[config.mk]
export PLATFORM = sky130hd
export DESIGN_NAME = sacw_top
export DESIGN_NICKNAME = d
export VERILOG_FILES = /design/src/rtl/sacw_pkg.sv /design/src/rtl/sacw_clkdiv.sv /design/src/rtl/sacw_top.sv
export SDC_FILE = /design/constraint.sdc
export NUM_CORES = 1
export LEC_CHECK = 0
export ABC_AREA = 1
export BUFFER_PORTS_ARGS = -buffer_cell sky130_fd_sc_hd__buf_2
export CORE_UTILIZATION = 34
export DETAILED_ROUTE_END_ITERATION = 6
export GPL_TIMING_DRIVEN = 0
export MAX_ROUTING_LAYER = met4
export PLACE_DENSITY = 0.49
export SYNTH_ARGS = -nofsm -noshare
export SYNTH_HDL_FRONTEND = slang
export SYNTH_SLANG_ARGS = --single-unit
[constraint.sdc]
create_clock -name clock -period 4.1 [get_ports clock]
set_input_delay 0.82 -clock clock [delete_from_list [all_inputs] [get_ports clock]]
set_output_delay 0.82 -clock clock [all_outputs]
set_load 0.01 [all_outputs]
[src/rtl/sacw_pkg.sv]
package sacw_pkg;

   // register addresses on the special function register port
   localparam logic [7:0] ADDR_CFG = 8'hBC;
   localparam logic [7:0] ADDR_RES_LO = 8'hBE;
   localparam logic [7:0] ADDR_RES_HI = 8'hBF;
   localparam logic [7:0] ADDR_GT_LO = 8'hC4;
   localparam logic [7:0] ADDR_GT_HI = 8'hC5;
   localparam logic [7:0] ADDR_LT_LO = 8'hC6;
   localparam logic [7:0] ADDR_LT_HI = 8'hC7;
   localparam logic [7:0] ADDR_CTRL = 8'hE8;

   // configuration register fields
   localparam int CFG_DIV_LSB = 3;
   localparam int CFG_DIV_W = 5;
   localparam int CFG_GAIN_LSB = 0;
   localparam int CFG_GAIN_W = 3;

   // control register bit positions
   localparam int CTRL_EN = 7;
   localparam int CTRL_TM = 6;
   localparam int CTRL_DONE = 5;
   localparam int CTRL_BUSY = 4;
   localparam int CTRL_MODE_LSB = 2;
   localparam int CTRL_WIN = 1;
   localparam int CTRL_LJST = 0;

   // reset values
   localparam logic [7:0] CFG_RST = 8'hF8;
   localparam logic [7:0] CTRL_RST = 8'h00;
   localparam logic [7:0] RES_RST = 8'h00;
   localparam logic [7:0] GT_HI_RST = 8'hFF;
   localparam logic [7:0] GT_LO_RST = 8'hFF;
   localparam logic [7:0] LT_RST = 8'h00;

   // start-of-conversion sources
   localparam logic [1:0] START_SW = 2'h0;
   localparam logic [1:0] START_T3 = 2'h1;
   localparam logic [1:0] START_EXT = 2'h2;
   localparam logic [1:0] START_T2 = 2'h3;

   // timing in converter clock periods
   localparam int TRACK_CLOCKS = 3;
   localparam int CONV_CLOCKS = 16;

   // one-hot gain outputs: {x0.5, x16, x8, x4, x2, x1}
   localparam int GAIN_W = 6;

   typedef enum logic [1:0] {
      SACW_IDLE = 2'b00,
      SACW_TRACK = 2'b01,
      SACW_CONVERT = 2'b10
   } sacw_phase_type;

endpackage : sacw_pkg

[src/rtl/sacw_clkdiv.sv]
`timescale 1ns/1ps
`default_nettype none

module sacw_clkdiv #(
   parameter int DIV_W = 5
) (
   input wire logic clock,
   input wire logic rst_n,
   input wire logic run,
   input wire logic restart,
   input wire logic [DIV_W-1:0] divide,
   output logic tick
);

   typedef struct packed {
      logic [DIV_W-1:0] cnt;
   } sacw_div_state_type;

   sacw_div_state_type s_r;
   sacw_div_state_type s_nxt;

   initial begin
      if (DIV_W < 1 || DIV_W > 8)
      begin
         $error("sacw_clkdiv: DIV_W out of range");
      end
   end

   // one tick per (divide + 1) system clocks
   assign tick = run && (s_r.cnt == divide);

   // counter restarts so a phase always gets full periods
   always_comb
   begin
      s_nxt = s_r;
      if (!run || restart || tick)
      begin
         s_nxt.cnt = '0;
      end
      else
      begin
         s_nxt.cnt = s_r.cnt + 1'b1;
      end
   end

   always_ff @(posedge clock)
   begin
      if (!rst_n)
      begin
         s_r <= '0;
      end
      else
      begin
         s_r <= s_nxt;
      end
   end

endmodule : sacw_clkdiv

`default_nettype wire

[src/rtl/sacw_top.sv]
// Function
// - converter clock is system clock over divider+1
// - decode three-bit gain field to gain select
// - enable bit off holds converter in shutdown
// - normal mode tracks except while converting
// - done flag set by hardware, cleared by software
// - busy reads conversion state; done on busy fall
// - busy write of one starts in mode 00
// - start mode selects software, timer3, pin, timer2
// - low-power mode tracks three clocks before converting
// - low-power pin mode tracks while pin low
// - window flag set on match, software clears
// - right justify, sign extend differential high nibble
// - left justify, low nibble reads zero
// - unsigned single-ended, two's complement differential
// - compare results against two sixteen-bit limits
// - greater-than high byte resets to all ones
// - conversion lasts at least sixteen converter clocks
`timescale 1ns/1ps
`default_nettype none

module sacw_top #(
   parameter int CONV_CLOCKS = sacw_pkg::CONV_CLOCKS,
   parameter int TRACK_CLOCKS = sacw_pkg::TRACK_CLOCKS
) (
   input wire logic clock,
   input wire logic rst_n,
   input wire logic [7:0] sfr_addr,
   input wire logic sfr_wr,
   input wire logic [7:0] sfr_wdata,
   input wire logic sfr_rd,
   output logic [7:0] sfr_rdata,
   input wire logic timer2_overflow,
   input wire logic timer3_overflow,
   input wire logic external_convert_start,
   input wire logic differential_mode,
   input wire logic [11:0] sar_result,
   output logic converter_active,
   output logic converter_tracking,
   output logic converter_clock,
   output logic sar_start,
   output logic conversion_busy,
   output logic [sacw_pkg::GAIN_W-1:0] amplifier_gain_select
);

   typedef struct packed {
      logic [4:0] conv_clock_divider;
      logic [2:0] gain_field;
      logic converter_enable;
      logic tracking_mode_select;
      logic conversion_done_flag;
      logic [1:0] start_mode_select;
      logic window_match_flag;
      logic left_justify_select;
      sacw_pkg::sacw_phase_type phase;
      logic [4:0] tick_cnt;
      logic [7:0] result_low_byte;
      logic [7:0] result_high_byte;
      logic [7:0] upper_limit_high_byte;
      logic [7:0] upper_limit_low_byte;
      logic [7:0] lower_limit_high_byte;
      logic [7:0] lower_limit_low_byte;
      logic ext_prev;
      logic start_pulse;
      logic [7:0] rdata;
      logic [sacw_pkg::GAIN_W-1:0] gain_onehot;
   } sacw_state_type;

   sacw_state_type s_r;
   sacw_state_type s_nxt;
   logic div_tick;
   logic div_restart;

   initial begin
      if (CONV_CLOCKS < 16 || CONV_CLOCKS > 31)
      begin
         $error("sacw_top: CONV_CLOCKS must be 16 to 31");
      end
      if (TRACK_CLOCKS < 1 || TRACK_CLOCKS > 31)
      begin
         $error("sacw_top: TRACK_CLOCKS must be 1 to 31");
      end
   end

   // gain field to one-hot gain select
   function automatic logic [sacw_pkg::GAIN_W-1:0] sacw_gain_decode(
      input logic [2:0] code
   );
      logic [sacw_pkg::GAIN_W-1:0] g;
      g = '0;
      case (code)
         3'h0: g = 6'h01; // gain 1
         3'h1: g = 6'h02; // gain 2
         3'h2: g = 6'h04; // gain 4
         3'h3: g = 6'h08; // gain 8
         3'h4, 3'h5: g = 6'h10; // gain 16
         default: g = 6'h20; // gain 0.5
      endcase
      return g;
   endfunction : sacw_gain_decode

   // place the 12-bit code into the 16-bit data word
   function automatic logic [15:0] sacw_justify(
      input logic [11:0] code,
      input logic diff,
      input logic ljst
   );
      logic [15:0] w;
      if (ljst)
      begin
         w = {code, 4'h0};
      end
      else
      begin
         w = {{4{diff & code[11]}}, code};
      end
      return w;
   endfunction : sacw_justify

   // window match; signed words are biased so one compare serves both
   function automatic logic sacw_window_hit(
      input logic [15:0] word,
      input logic [15:0] gt,
      input logic [15:0] lt,
      input logic sgn
   );
      logic [15:0] bias;
      logic [15:0] r;
      logic [15:0] g;
      logic [15:0] l;
      logic hit;
      bias = {sgn, 15'h0000};
      r = word ^ bias;
      g = gt ^ bias;
      l = lt ^ bias;
      if (l > g)
      begin
         hit = (r > g) && (r < l);
      end
      else
      begin
         hit = (r > g) || (r < l);
      end
      return hit;
   endfunction : sacw_window_hit

   // converter clock divider, restarted at each phase entry
   sacw_clkdiv #(
      .DIV_W(sacw_pkg::CFG_DIV_W)
   ) u_clkdiv (
      .clock(clock),
      .rst_n(rst_n),
      .run(s_r.converter_enable),
      .restart(div_restart),
      .divide(s_r.conv_clock_divider),
      .tick(div_tick)
   );

   assign div_restart = (s_nxt.phase != s_r.phase);

   // outputs toward the analog front end and the CPU
   assign sfr_rdata = s_r.rdata;
   assign sar_start = s_r.start_pulse;
   assign converter_clock = div_tick;
   assign converter_active = s_r.converter_enable;
   assign conversion_busy = (s_r.phase != sacw_pkg::SACW_IDLE);
   assign amplifier_gain_select = s_r.gain_onehot;

   // track-and-hold control per tracking mode
   always_comb
   begin
      converter_tracking = 1'b0;
      if (!s_r.converter_enable)
      begin
         converter_tracking = 1'b0;
      end
      else if (!s_r.tracking_mode_select)
      begin
         converter_tracking = (s_r.phase != sacw_pkg::SACW_CONVERT);
      end
      else if (s_r.start_mode_select == sacw_pkg::START_EXT)
      begin
         converter_tracking = (s_r.phase == sacw_pkg::SACW_IDLE) &&
            !external_convert_start;
      end
      else
      begin
         converter_tracking = (s_r.phase == sacw_pkg::SACW_TRACK);
      end
   end

   // register writes, triggers, sequencing and read-back
   always_comb
   begin
      logic wr_ctrl;
      logic sw_start;
      logic ext_rise;
      logic trig;
      logic finish;
      logic [15:0] word;
      logic [15:0] gt_word;
      logic [15:0] lt_word;
      wr_ctrl = 1'b0;
      sw_start = 1'b0;
      ext_rise = 1'b0;
      trig = 1'b0;
      finish = 1'b0;
      word = '0;
      gt_word = '0;
      lt_word = '0;
      s_nxt = s_r;
      s_nxt.start_pulse = 1'b0;
      s_nxt.ext_prev = external_convert_start;

      // software writes to the register file
      if (sfr_wr)
      begin
         case (sfr_addr)
            sacw_pkg::ADDR_CFG:
            begin
               s_nxt.conv_clock_divider = sfr_wdata[sacw_pkg::CFG_DIV_LSB +:
                  sacw_pkg::CFG_DIV_W];
               s_nxt.gain_field = sfr_wdata[sacw_pkg::CFG_GAIN_LSB +:
                  sacw_pkg::CFG_GAIN_W];
            end
            sacw_pkg::ADDR_CTRL:
            begin
               wr_ctrl = 1'b1;
               s_nxt.converter_enable = sfr_wdata[sacw_pkg::CTRL_EN];
               s_nxt.tracking_mode_select = sfr_wdata[sacw_pkg::CTRL_TM];
               s_nxt.conversion_done_flag = sfr_wdata[sacw_pkg::CTRL_DONE];
               s_nxt.start_mode_select =
                  sfr_wdata[sacw_pkg::CTRL_MODE_LSB +: 2];
               s_nxt.window_match_flag = sfr_wdata[sacw_pkg::CTRL_WIN];
               s_nxt.left_justify_select = sfr_wdata[sacw_pkg::CTRL_LJST];
            end
            sacw_pkg::ADDR_RES_LO: s_nxt.result_low_byte = sfr_wdata;
            sacw_pkg::ADDR_RES_HI: s_nxt.result_high_byte = sfr_wdata;
            sacw_pkg::ADDR_GT_LO: s_nxt.upper_limit_low_byte = sfr_wdata;
            sacw_pkg::ADDR_GT_HI: s_nxt.upper_limit_high_byte = sfr_wdata;
            sacw_pkg::ADDR_LT_LO: s_nxt.lower_limit_low_byte = sfr_wdata;
            sacw_pkg::ADDR_LT_HI: s_nxt.lower_limit_high_byte = sfr_wdata;
            default: s_nxt.rdata = s_r.rdata; // unmapped: ignored
         endcase
      end
      s_nxt.gain_onehot = sacw_gain_decode(s_nxt.gain_field);

      // busy write of one is the software trigger; zero does nothing
      sw_start = wr_ctrl && sfr_wdata[sacw_pkg::CTRL_BUSY] &&
         (sfr_wdata[sacw_pkg::CTRL_MODE_LSB +: 2] ==
         sacw_pkg::START_SW);
      ext_rise = external_convert_start && !s_r.ext_prev;

      // start source selection
      unique case (s_r.start_mode_select)
         sacw_pkg::START_SW: trig = sw_start;
         sacw_pkg::START_T3: trig = timer3_overflow;
         sacw_pkg::START_EXT: trig = ext_rise;
         sacw_pkg::START_T2: trig = timer2_overflow;
      endcase

      // conversion sequencer
      unique case (s_r.phase)
         sacw_pkg::SACW_IDLE:
         begin
            s_nxt.tick_cnt = '0;
            // triggers only taken when enabled and idle
            if (s_r.converter_enable && s_nxt.converter_enable && trig)
            begin
               if (s_r.tracking_mode_select &&
                  (s_r.start_mode_select != sacw_pkg::START_EXT))
               begin
                  s_nxt.phase = sacw_pkg::SACW_TRACK;
               end
               else
               begin
                  s_nxt.phase = sacw_pkg::SACW_CONVERT;
                  s_nxt.start_pulse = 1'b1;
               end
            end
         end
         sacw_pkg::SACW_TRACK:
         begin
            if (div_tick)
            begin
               if (s_r.tick_cnt == 5'(TRACK_CLOCKS - 1))
               begin
                  s_nxt.tick_cnt = '0;
                  s_nxt.phase = sacw_pkg::SACW_CONVERT;
                  s_nxt.start_pulse = 1'b1;
               end
               else
               begin
                  s_nxt.tick_cnt = s_r.tick_cnt + 5'h01;
               end
            end
         end
         sacw_pkg::SACW_CONVERT:
         begin
            if (div_tick)
            begin
               if (s_r.tick_cnt == 5'(CONV_CLOCKS - 1))
               begin
                  s_nxt.tick_cnt = '0;
                  s_nxt.phase = sacw_pkg::SACW_IDLE;
                  finish = 1'b1;
               end
               else
               begin
                  s_nxt.tick_cnt = s_r.tick_cnt + 5'h01;
               end
            end
         end
         default:
         begin
            s_nxt.phase = sacw_pkg::SACW_IDLE;
            s_nxt.tick_cnt = '0;
         end
      endcase

      // shutdown aborts any phase without completing it
      if (!s_nxt.converter_enable)
      begin
         s_nxt.phase = sacw_pkg::SACW_IDLE;
         s_nxt.tick_cnt = '0;
         s_nxt.start_pulse = 1'b0;
         finish = 1'b0;
      end

      // completion: load data, compare, raise flags (set beats clear)
      if (finish)
      begin
         word = sacw_justify(sar_result, differential_mode,
            s_r.left_justify_select);
         s_nxt.result_high_byte = word[15:8];
         s_nxt.result_low_byte = word[7:0];
         gt_word = {s_nxt.upper_limit_high_byte,
            s_nxt.upper_limit_low_byte};
         lt_word = {s_nxt.lower_limit_high_byte,
            s_nxt.lower_limit_low_byte};
         s_nxt.conversion_done_flag = 1'b1;
         if (sacw_window_hit(word, gt_word, lt_word, differential_mode))
         begin
            s_nxt.window_match_flag = 1'b1;
         end
      end

      // registered read-back, updated on each read strobe
      if (sfr_rd)
      begin
         case (sfr_addr)
            sacw_pkg::ADDR_CFG:
               s_nxt.rdata = {s_r.conv_clock_divider, s_r.gain_field};
            sacw_pkg::ADDR_CTRL:
               s_nxt.rdata = {s_r.converter_enable,
                  s_r.tracking_mode_select, s_r.conversion_done_flag,
                  conversion_busy, s_r.start_mode_select,
                  s_r.window_match_flag, s_r.left_justify_select};
            sacw_pkg::ADDR_RES_LO: s_nxt.rdata = s_r.result_low_byte;
            sacw_pkg::ADDR_RES_HI: s_nxt.rdata = s_r.result_high_byte;
            sacw_pkg::ADDR_GT_LO: s_nxt.rdata = s_r.upper_limit_low_byte;
            sacw_pkg::ADDR_GT_HI: s_nxt.rdata = s_r.upper_limit_high_byte;
            sacw_pkg::ADDR_LT_LO: s_nxt.rdata = s_r.lower_limit_low_byte;
            sacw_pkg::ADDR_LT_HI: s_nxt.rdata = s_r.lower_limit_high_byte;
            default: s_nxt.rdata = 8'h00;
         endcase
      end
   end

   // state register with documented reset values
   always_ff @(posedge clock)
   begin
      if (!rst_n)
      begin
         s_r <= '0;
         s_r.conv_clock_divider <=
            sacw_pkg::CFG_RST[sacw_pkg::CFG_DIV_LSB +: sacw_pkg::CFG_DIV_W];
         s_r.gain_field <=
            sacw_pkg::CFG_RST[sacw_pkg::CFG_GAIN_LSB +: sacw_pkg::CFG_GAIN_W];
         s_r.converter_enable <= sacw_pkg::CTRL_RST[sacw_pkg::CTRL_EN];
         s_r.tracking_mode_select <= sacw_pkg::CTRL_RST[sacw_pkg::CTRL_TM];
         s_r.conversion_done_flag <= sacw_pkg::CTRL_RST[sacw_pkg::CTRL_DONE];
         s_r.start_mode_select <=
            sacw_pkg::CTRL_RST[sacw_pkg::CTRL_MODE_LSB +: 2];
         s_r.window_match_flag <= sacw_pkg::CTRL_RST[sacw_pkg::CTRL_WIN];
         s_r.left_justify_select <= sacw_pkg::CTRL_RST[sacw_pkg::CTRL_LJST];
         s_r.phase <= sacw_pkg::SACW_IDLE;
         s_r.result_low_byte <= sacw_pkg::RES_RST;
         s_r.result_high_byte <= sacw_pkg::RES_RST;
         s_r.upper_limit_high_byte <= sacw_pkg::GT_HI_RST;
         s_r.upper_limit_low_byte <= sacw_pkg::GT_LO_RST;
         s_r.lower_limit_high_byte <= sacw_pkg::LT_RST;
         s_r.lower_limit_low_byte <= sacw_pkg::LT_RST;
         s_r.gain_onehot <= 6'h01;
      end
      else
      begin
         s_r <= s_nxt;
      end
   end

endmodule : sacw_top

`default_nettype wire

==> results of run 1 <==
-- cell families after synthesis --
group,synth area share [%]
AOI/OAI and AO/OA,17.0
xor gates and xnor gates,1.06
adders and majority gates,11.0
buffers and inverters,12.2
DFF,31.5
and+or+nand+nor,27.2
-- power breakdown --
| group | internal (W) | total, W | switching (W) |
|---|---|---|---|
| combinational | 0.0000460 | 0.000161 | 0.000115 |
| clock | 0.000477 | 0.000857 | 0.000380 |
| sequential | 0.000885 | 0.000886 | 0.000000927 |
-- critical path: stages --
cell and delay, ns:
buf_2 0.11, inv_1 0.11, nand2_1 0.13, nor3_2 0.28, inv_2 0.10, nor2_4 0.22
nand2_2 0.17, buf_2 0.25, a21oi_1 0.39, ha_1 0.31, nand2_1 0.08, nor2_1 0.05
nor3_1 0.15, nand2_1 0.08, nand2_1 0.05, a21oi_1 0.07, or2_2 0.27, nand2_1 0.10
nand2_1 0.13, a21oi_1 0.14
-- routing by layer --
metal | vias to the layer above | routed length (µm) | GRT usage [%]
met2 | 163 | 7800 | 32.7
met3 | 16 | 987 | 2.95
li1 | 2904 | - | -
met1 | 2532 | 9940 | 33.8
met4 | 0 | 267 | 5.36
met5 | - | 0 | -
-- worst paths after layout --
check,from,to,cells past startpoint
setup / recovery,sfr_addr[3],s_r[72],20
hold / removal,sfr_rdata[0],sfr_rdata[0],2
setup reg to reg,s_r[71],s_r[72],17
hold reg to reg,sfr_rdata[0],sfr_rdata[0],2
-- cell type report --
class,count,area [µm²],share of cell area (%)
inverter,133,499,7.51
clock inverter,5,63.8,0.960
sequential,91,1820,27.4
clock buffer,11,233,3.50
multi-input combinational,599,3280,49.4
timing repair buffer,52,260,3.92
buffer,35,208,3.13
tap,220,275,4.14
-- cells in the mapped netlist (all sizes together) --
cell type	instances	share of area, %
o31ai	1	0.13
nor4	2	0.22
or2	3	0.32
o22ai	8	0.86
ha	51	11
nor2	89	6.4
nand3	33	3.1
a31oi	3	0.32
xor2	6	0.91
a21oi	64	5.6
inv	133	8.6
a211oi	3	0.39
o211ai	2	0.26
a22o	1	0.15
o21ai	84	7.5
nor3	18	2.2
nand4	8	0.86
o311ai	1	0.15
buf	21	2.7
o2111ai	1	0.15
nand2	206	14
clkbuf	14	0.91
nor3b	2	0.26
xnor2	1	0.15
a221oi	10	1.5
and3	2	0.22
dfxtp	91	31
-- registers in the layout, indices dropped and copies added (netlist names) --
name	count
converter_active	1
u_clkdiv.s_r	5
sfr_rdata	8
s_r	70
sar_start	1
amplifier_gain_select	6
-- metrics by stage --
step | instances | cell area [µm²] | util [%] | hold slack (ns) | power [W]
3_5_place_dp | 1130 | 6320 | 38.1 | 0.458 | 0.00107
6_report | 1146 | 6640 | 40.1 | 0.466 | 0.00190
5_1_grt | 1146 | 6640 | 40.1 | 0.490 | 0.00197
4_1_cts | 1146 | 6620 | 39.9 | 0.468 | 0.00192
3_3_place_gp | 1130 | 6320 | 38.1 | 0.455 | 0.00107
2_1_floorplan | 858 | 5790 | - | 0.446 | 0.000996
-- timing repair --
item,CTS,global route
gates resized for setup,0,7
hold buffers,0,0
setup endpoints to repair,0,1
setup buffers,0,0
==> impl_metrics.ini, run 1 <==
[grt]
grt_pass1_vias = 5068
grtUsageTotal_pct = 22.9
grt_pass1_wl_mm = 29.4
antenna_found_initial = 0
grt_max_degree = 16
grt.overflow.total = 0

[layout]
areaGrowthSynthToFinish_pct = 14.8
final_cell_mix = 201 x nand2_1, 118 x inv_1, 91 x dfxtp_1, 82 x nor2_1, 59 x a21oi_1
antennaDiodeCount = 0
fillerInstances = 1840
mostFrequentLayoutCell = nand2_1
drive_above_1_share_pct = 13.9
nNetsFinal = 1008

[logic_synthesis]
synthCells = 858
ys_ff_latch = 91
yosysUniqueCellTypes = 42
ys_warn_count = 0
mappedNetlistArea_um2 = 5790
syn-num-nets = 945
seq_area_frac_synth_pct = 31.5
syn_avg_cell_area_um2 = 6.74

[worst_setup_path]
crit_type = primary input to flip-flop
arrival_ns = 4.02
critPathCaptureType = flip-flop
critPathLaunchType = primary input
crit_fanout = 10
rrSetupSlack_ns = 0.96
worstPathRequired_ns = 4.38

[run_status]
status = finished clean

[clock_tree]
htreeDepth = 3
path_clk_slew_ns = 0.07
clockBufferDepth = 2
cts_buffers = 9
clock_latency_ns = 0.35
cts-root-buf = clkbuf_16
clock-sinks = 91
cts_tree = done

[sta]
rsz0062_at_grt = false
fin_crit_sh_pct = 91.1
fin_crit_ns = 3.73
slew_headroom_pct = 47.9
report.final.hold_viol_count = 0
maxSlewViolCount = 0
fmax_mhz = 268
setup-tns-final_ns = 0
fin_skew_ns = 0.00607
fin_ws_ns = 0.366
worstMarginPinSlew_ns = 0.781
setup_viol = 0

[placement]
dp_hpwl_mm = 15.1
gp_congestion = 0.876
numPortBuffers = 52
post-place-ws_ns = -0.204

[route]
vias = 5615
via_per_inst = 4.90
avgRoutedWirePerCell_um = 16.6
first_iter_violations = 388
route.detailed.drc = 0
wl_mm = 19.0
ant_nets = 0
dr.pass1.iters = 5

[floorplan]
dieHeight_um = 132
pin_count = 55
fp.coreArea_um2 = 16600
die_w_um = 132
rows = 47
start_util_pct = 34.9
die_area_um2 = 17500

[run]
cap_viol_max_count = 0

[pwr]
irDropWorstVdd_mv = 0.189
p_per_area_nw_per_um2 = 287
leakagePower_nw = 3.21

[hold_path]
min_path_type = flip-flop to flip-flop
Power figures use the tool's default switching activity.
==> run 2, diff against run 1 <==
- CORE_UTILIZATION: 34 -> 38
- PLACE_DENSITY: 0.49 -> 0.53
==> run 2 against run 1 <==
  * The run now ends with DRC left
  * Critical path depth is the same
  * Clock power shrank 3.4%
  * Utilization grew 4.6 points
  * Combinational power about the same
  * Die area shrank 10%
  * Critical path type unchanged
==> impl_metrics.ini, run 2 (same netlist as run 1, synthesis figures left out) <==
[route]
via_per_inst = 5.05
wl_mm = 18.4
ant_nets = 0
dr.pass1.iters = 7
first_iter_violations = 510
route.detailed.drc = 5
vias = 5605
avgRoutedWirePerCell_um = 16.6

[hold_path]
min_path_type = flip-flop to flip-flop
min_delay_path_depth = 2
min_from = sfr_rdata[2]
worstHoldEndpoint = sfr_rdata[2]

[pwr]
power_w = 0.00187
intPower_w = 0.00139
p_per_area_nw_per_um2 = 285
pwr-share-clk_pct = 44.2
leakagePower_nw = 3.21
switching_share_pct = 25.7
p_switching_w = 0.000481
seqPwrFrac_pct = 47.3
pwr-share-comb_pct = 8.5
irDropWorstVdd_mv = 0.189

[sta]
setup_viol = 0
rsz0062_at_grt = false
fmax_mhz = 258
worstMarginPinSlew_ns = 0.738
fin_crit_sh_pct = 94.6
fin_skew_ns = 0.0108
fin_crit_ns = 3.88
setup-tns-final_ns = 0
report.final.hold_viol_count = 0
maxSlewViolCount = 0
hold_ws_ns = 0.464
slew_headroom_pct = 50.8
fin_ws_ns = 0.221

[grt]
grtUsageTotal_pct = 25.5
grt_pass1_wl_mm = 29.4
grt_pass1_vias = 5299
antenna_found_initial = 0
grt_max_degree = 15
grt.overflow.total = 0

[layout]
antennaDiodeCount = 0
nNetsFinal = 1008
largest_reg_flops = 70
areaGrowthSynthToFinish_pct = 13.5
drive_above_1_share_pct = 13.4
top_register = s_r
mostFrequentLayoutCell = nand2_1
fin_area_um2 = 6570
final_cell_mix = 202 x nand2_1, 118 x inv_1, 91 x dfxtp_1, 83 x nor2_1, 63 x a21oi_1

[placement]
post-place-ws_ns = -0.0545
numPortBuffers = 52
gp_congestion = 0.893
place_area_um2 = 6280
dp_hpwl_mm = 14.8

[worst_setup_path]
r2r_cells = 17
path_delay_family = simple AND/OR/NAND/NOR gates
rrSetupSlack_ns = 1.05
crit_type = primary input to flip-flop
cpMostUsedCell = nand2_1
path_cells = buf_2 -> inv_1 -> nand2_1 -> nor3_2 -> inv_2 -> nor2_2 -> nand2_1 -> buf_2 -> a21oi_1 -> ha_1 -> a21oi_1 -> o21ai_0 -> nand2_1 -> nand2_1 -> nand2_1 -> a21oi_1 -> or2_2 -> nand2_1 -> nand2_1 -> a21oi_1
critPathMaxStageDelay_ns = 0.42
crit_fanout = 10
regToRegEndpoint = s_r[72]
arrival_ns = 4.16
critPathLaunchType = primary input
worstPathRequired_ns = 4.38
crit_buf_inv = 4
r2r_start = s_r[71]
critPathCaptureType = flip-flop
slowest_stage = a21oi_1

[clock_tree]
hold_buffers = 0
clock_latency_ns = 0.36
cts_buffers = 9
clockBufferDepth = 2
cts_resized = 0
clock-sinks = 91
htreeDepth = 3
path_clk_slew_ns = 0.06
cts_tree = done
postCtsSetupBuffers = 0
cts-root-buf = clkbuf_16

[run_status]
status = complete, but fails checks
violations = DRC

[floorplan]
dieHeight_um = 125
pin_count = 55
start_util_pct = 39.4
die_w_um = 125
rows = 44
die_area_um2 = 15700
fp.coreArea_um2 = 14700

[run]
cap_viol_max_count = 0
-- run 2: changes by cell type in the layout (fill, tap and decap cells not counted) --
cell	before	now
nand2_1	201	202
nor2_4	2	1
clkinv_4	3	1
bufinv_16	1	0
a21oi_2	5	1
clkbuf_1	16	15
clkbuf_8	0	3
a21oi_1	59	63
nor2_1	82	83
nand2_2	3	2
clkinv_2	0	1
-- run 2: routing by layer --
layer	GRT usage (%)	up-vias	wire length, µm
met3	4.07	25	1010
met5	-	-	0
met1	35.3	2521	9090
met2	38.1	155	7920
li1	-	2904	-
met4	7.32	0	366
-- run 2: power groups by stage --
stage               registers (W)  clock network (W)   logic, W
finish                   0.000886           0.000828   0.000160
global route             0.000886           0.000893   0.000179
CTS                      0.000886           0.000844   0.000160
detailed placement       0.000907                  0   0.000159
global placement         0.000906                  0   0.000159
floorplan                0.000906                  0  0.0000900
-- run 2: area by class of cell --
cell class	instances	area (µm²)
inverters	133	499
clock buffers	13	270
repair buffers	52	260
flip-flops and latches	91	1820
fillers	1583	8130
well taps	184	230
clock inverters	3	21.3
multi-input cells	599	3260
plain buffers	35	208
-- run 2: per-stage QoR --
step | std cells | utilization (%)
after floorplan | 858 | -
after detailed placement | 1094 | 42.7
final | 1110 | 44.7
after global placement | 1094 | 42.7
after CTS | 1110 | 44.7
after global routing | 1110 | 44.7
-- run 2: how the worst max path moves through the flow --
stage	start	to	slack [ns]	depth (start not counted)
after global routing	sfr_addr[3]	s_r[72]	0.03	20
final	sfr_addr[3]	s_r[72]	0.22	20
after floorplan	sfr_addr[3]	s_r[72]	0.76	19
after CTS	sfr_addr[3]	s_r[72]	0.30	20
after detailed placement	sfr_addr[3]	s_r[72]	-0.05	20
after global placement	sfr_addr[3]	s_r[72]	-0.04	20
-- run 2: worst register-to-register path: cells and delay by family, from the launching register on --
family / cells / cell delay, ns
and+or+nand+nor: 10 / 1.16
buffers and inverters: 3 / 0.60
AOI/OAI and AO/OA: 3 / 0.52
adders and majority gates: 1 / 0.36
DFF: 1 / 0.33
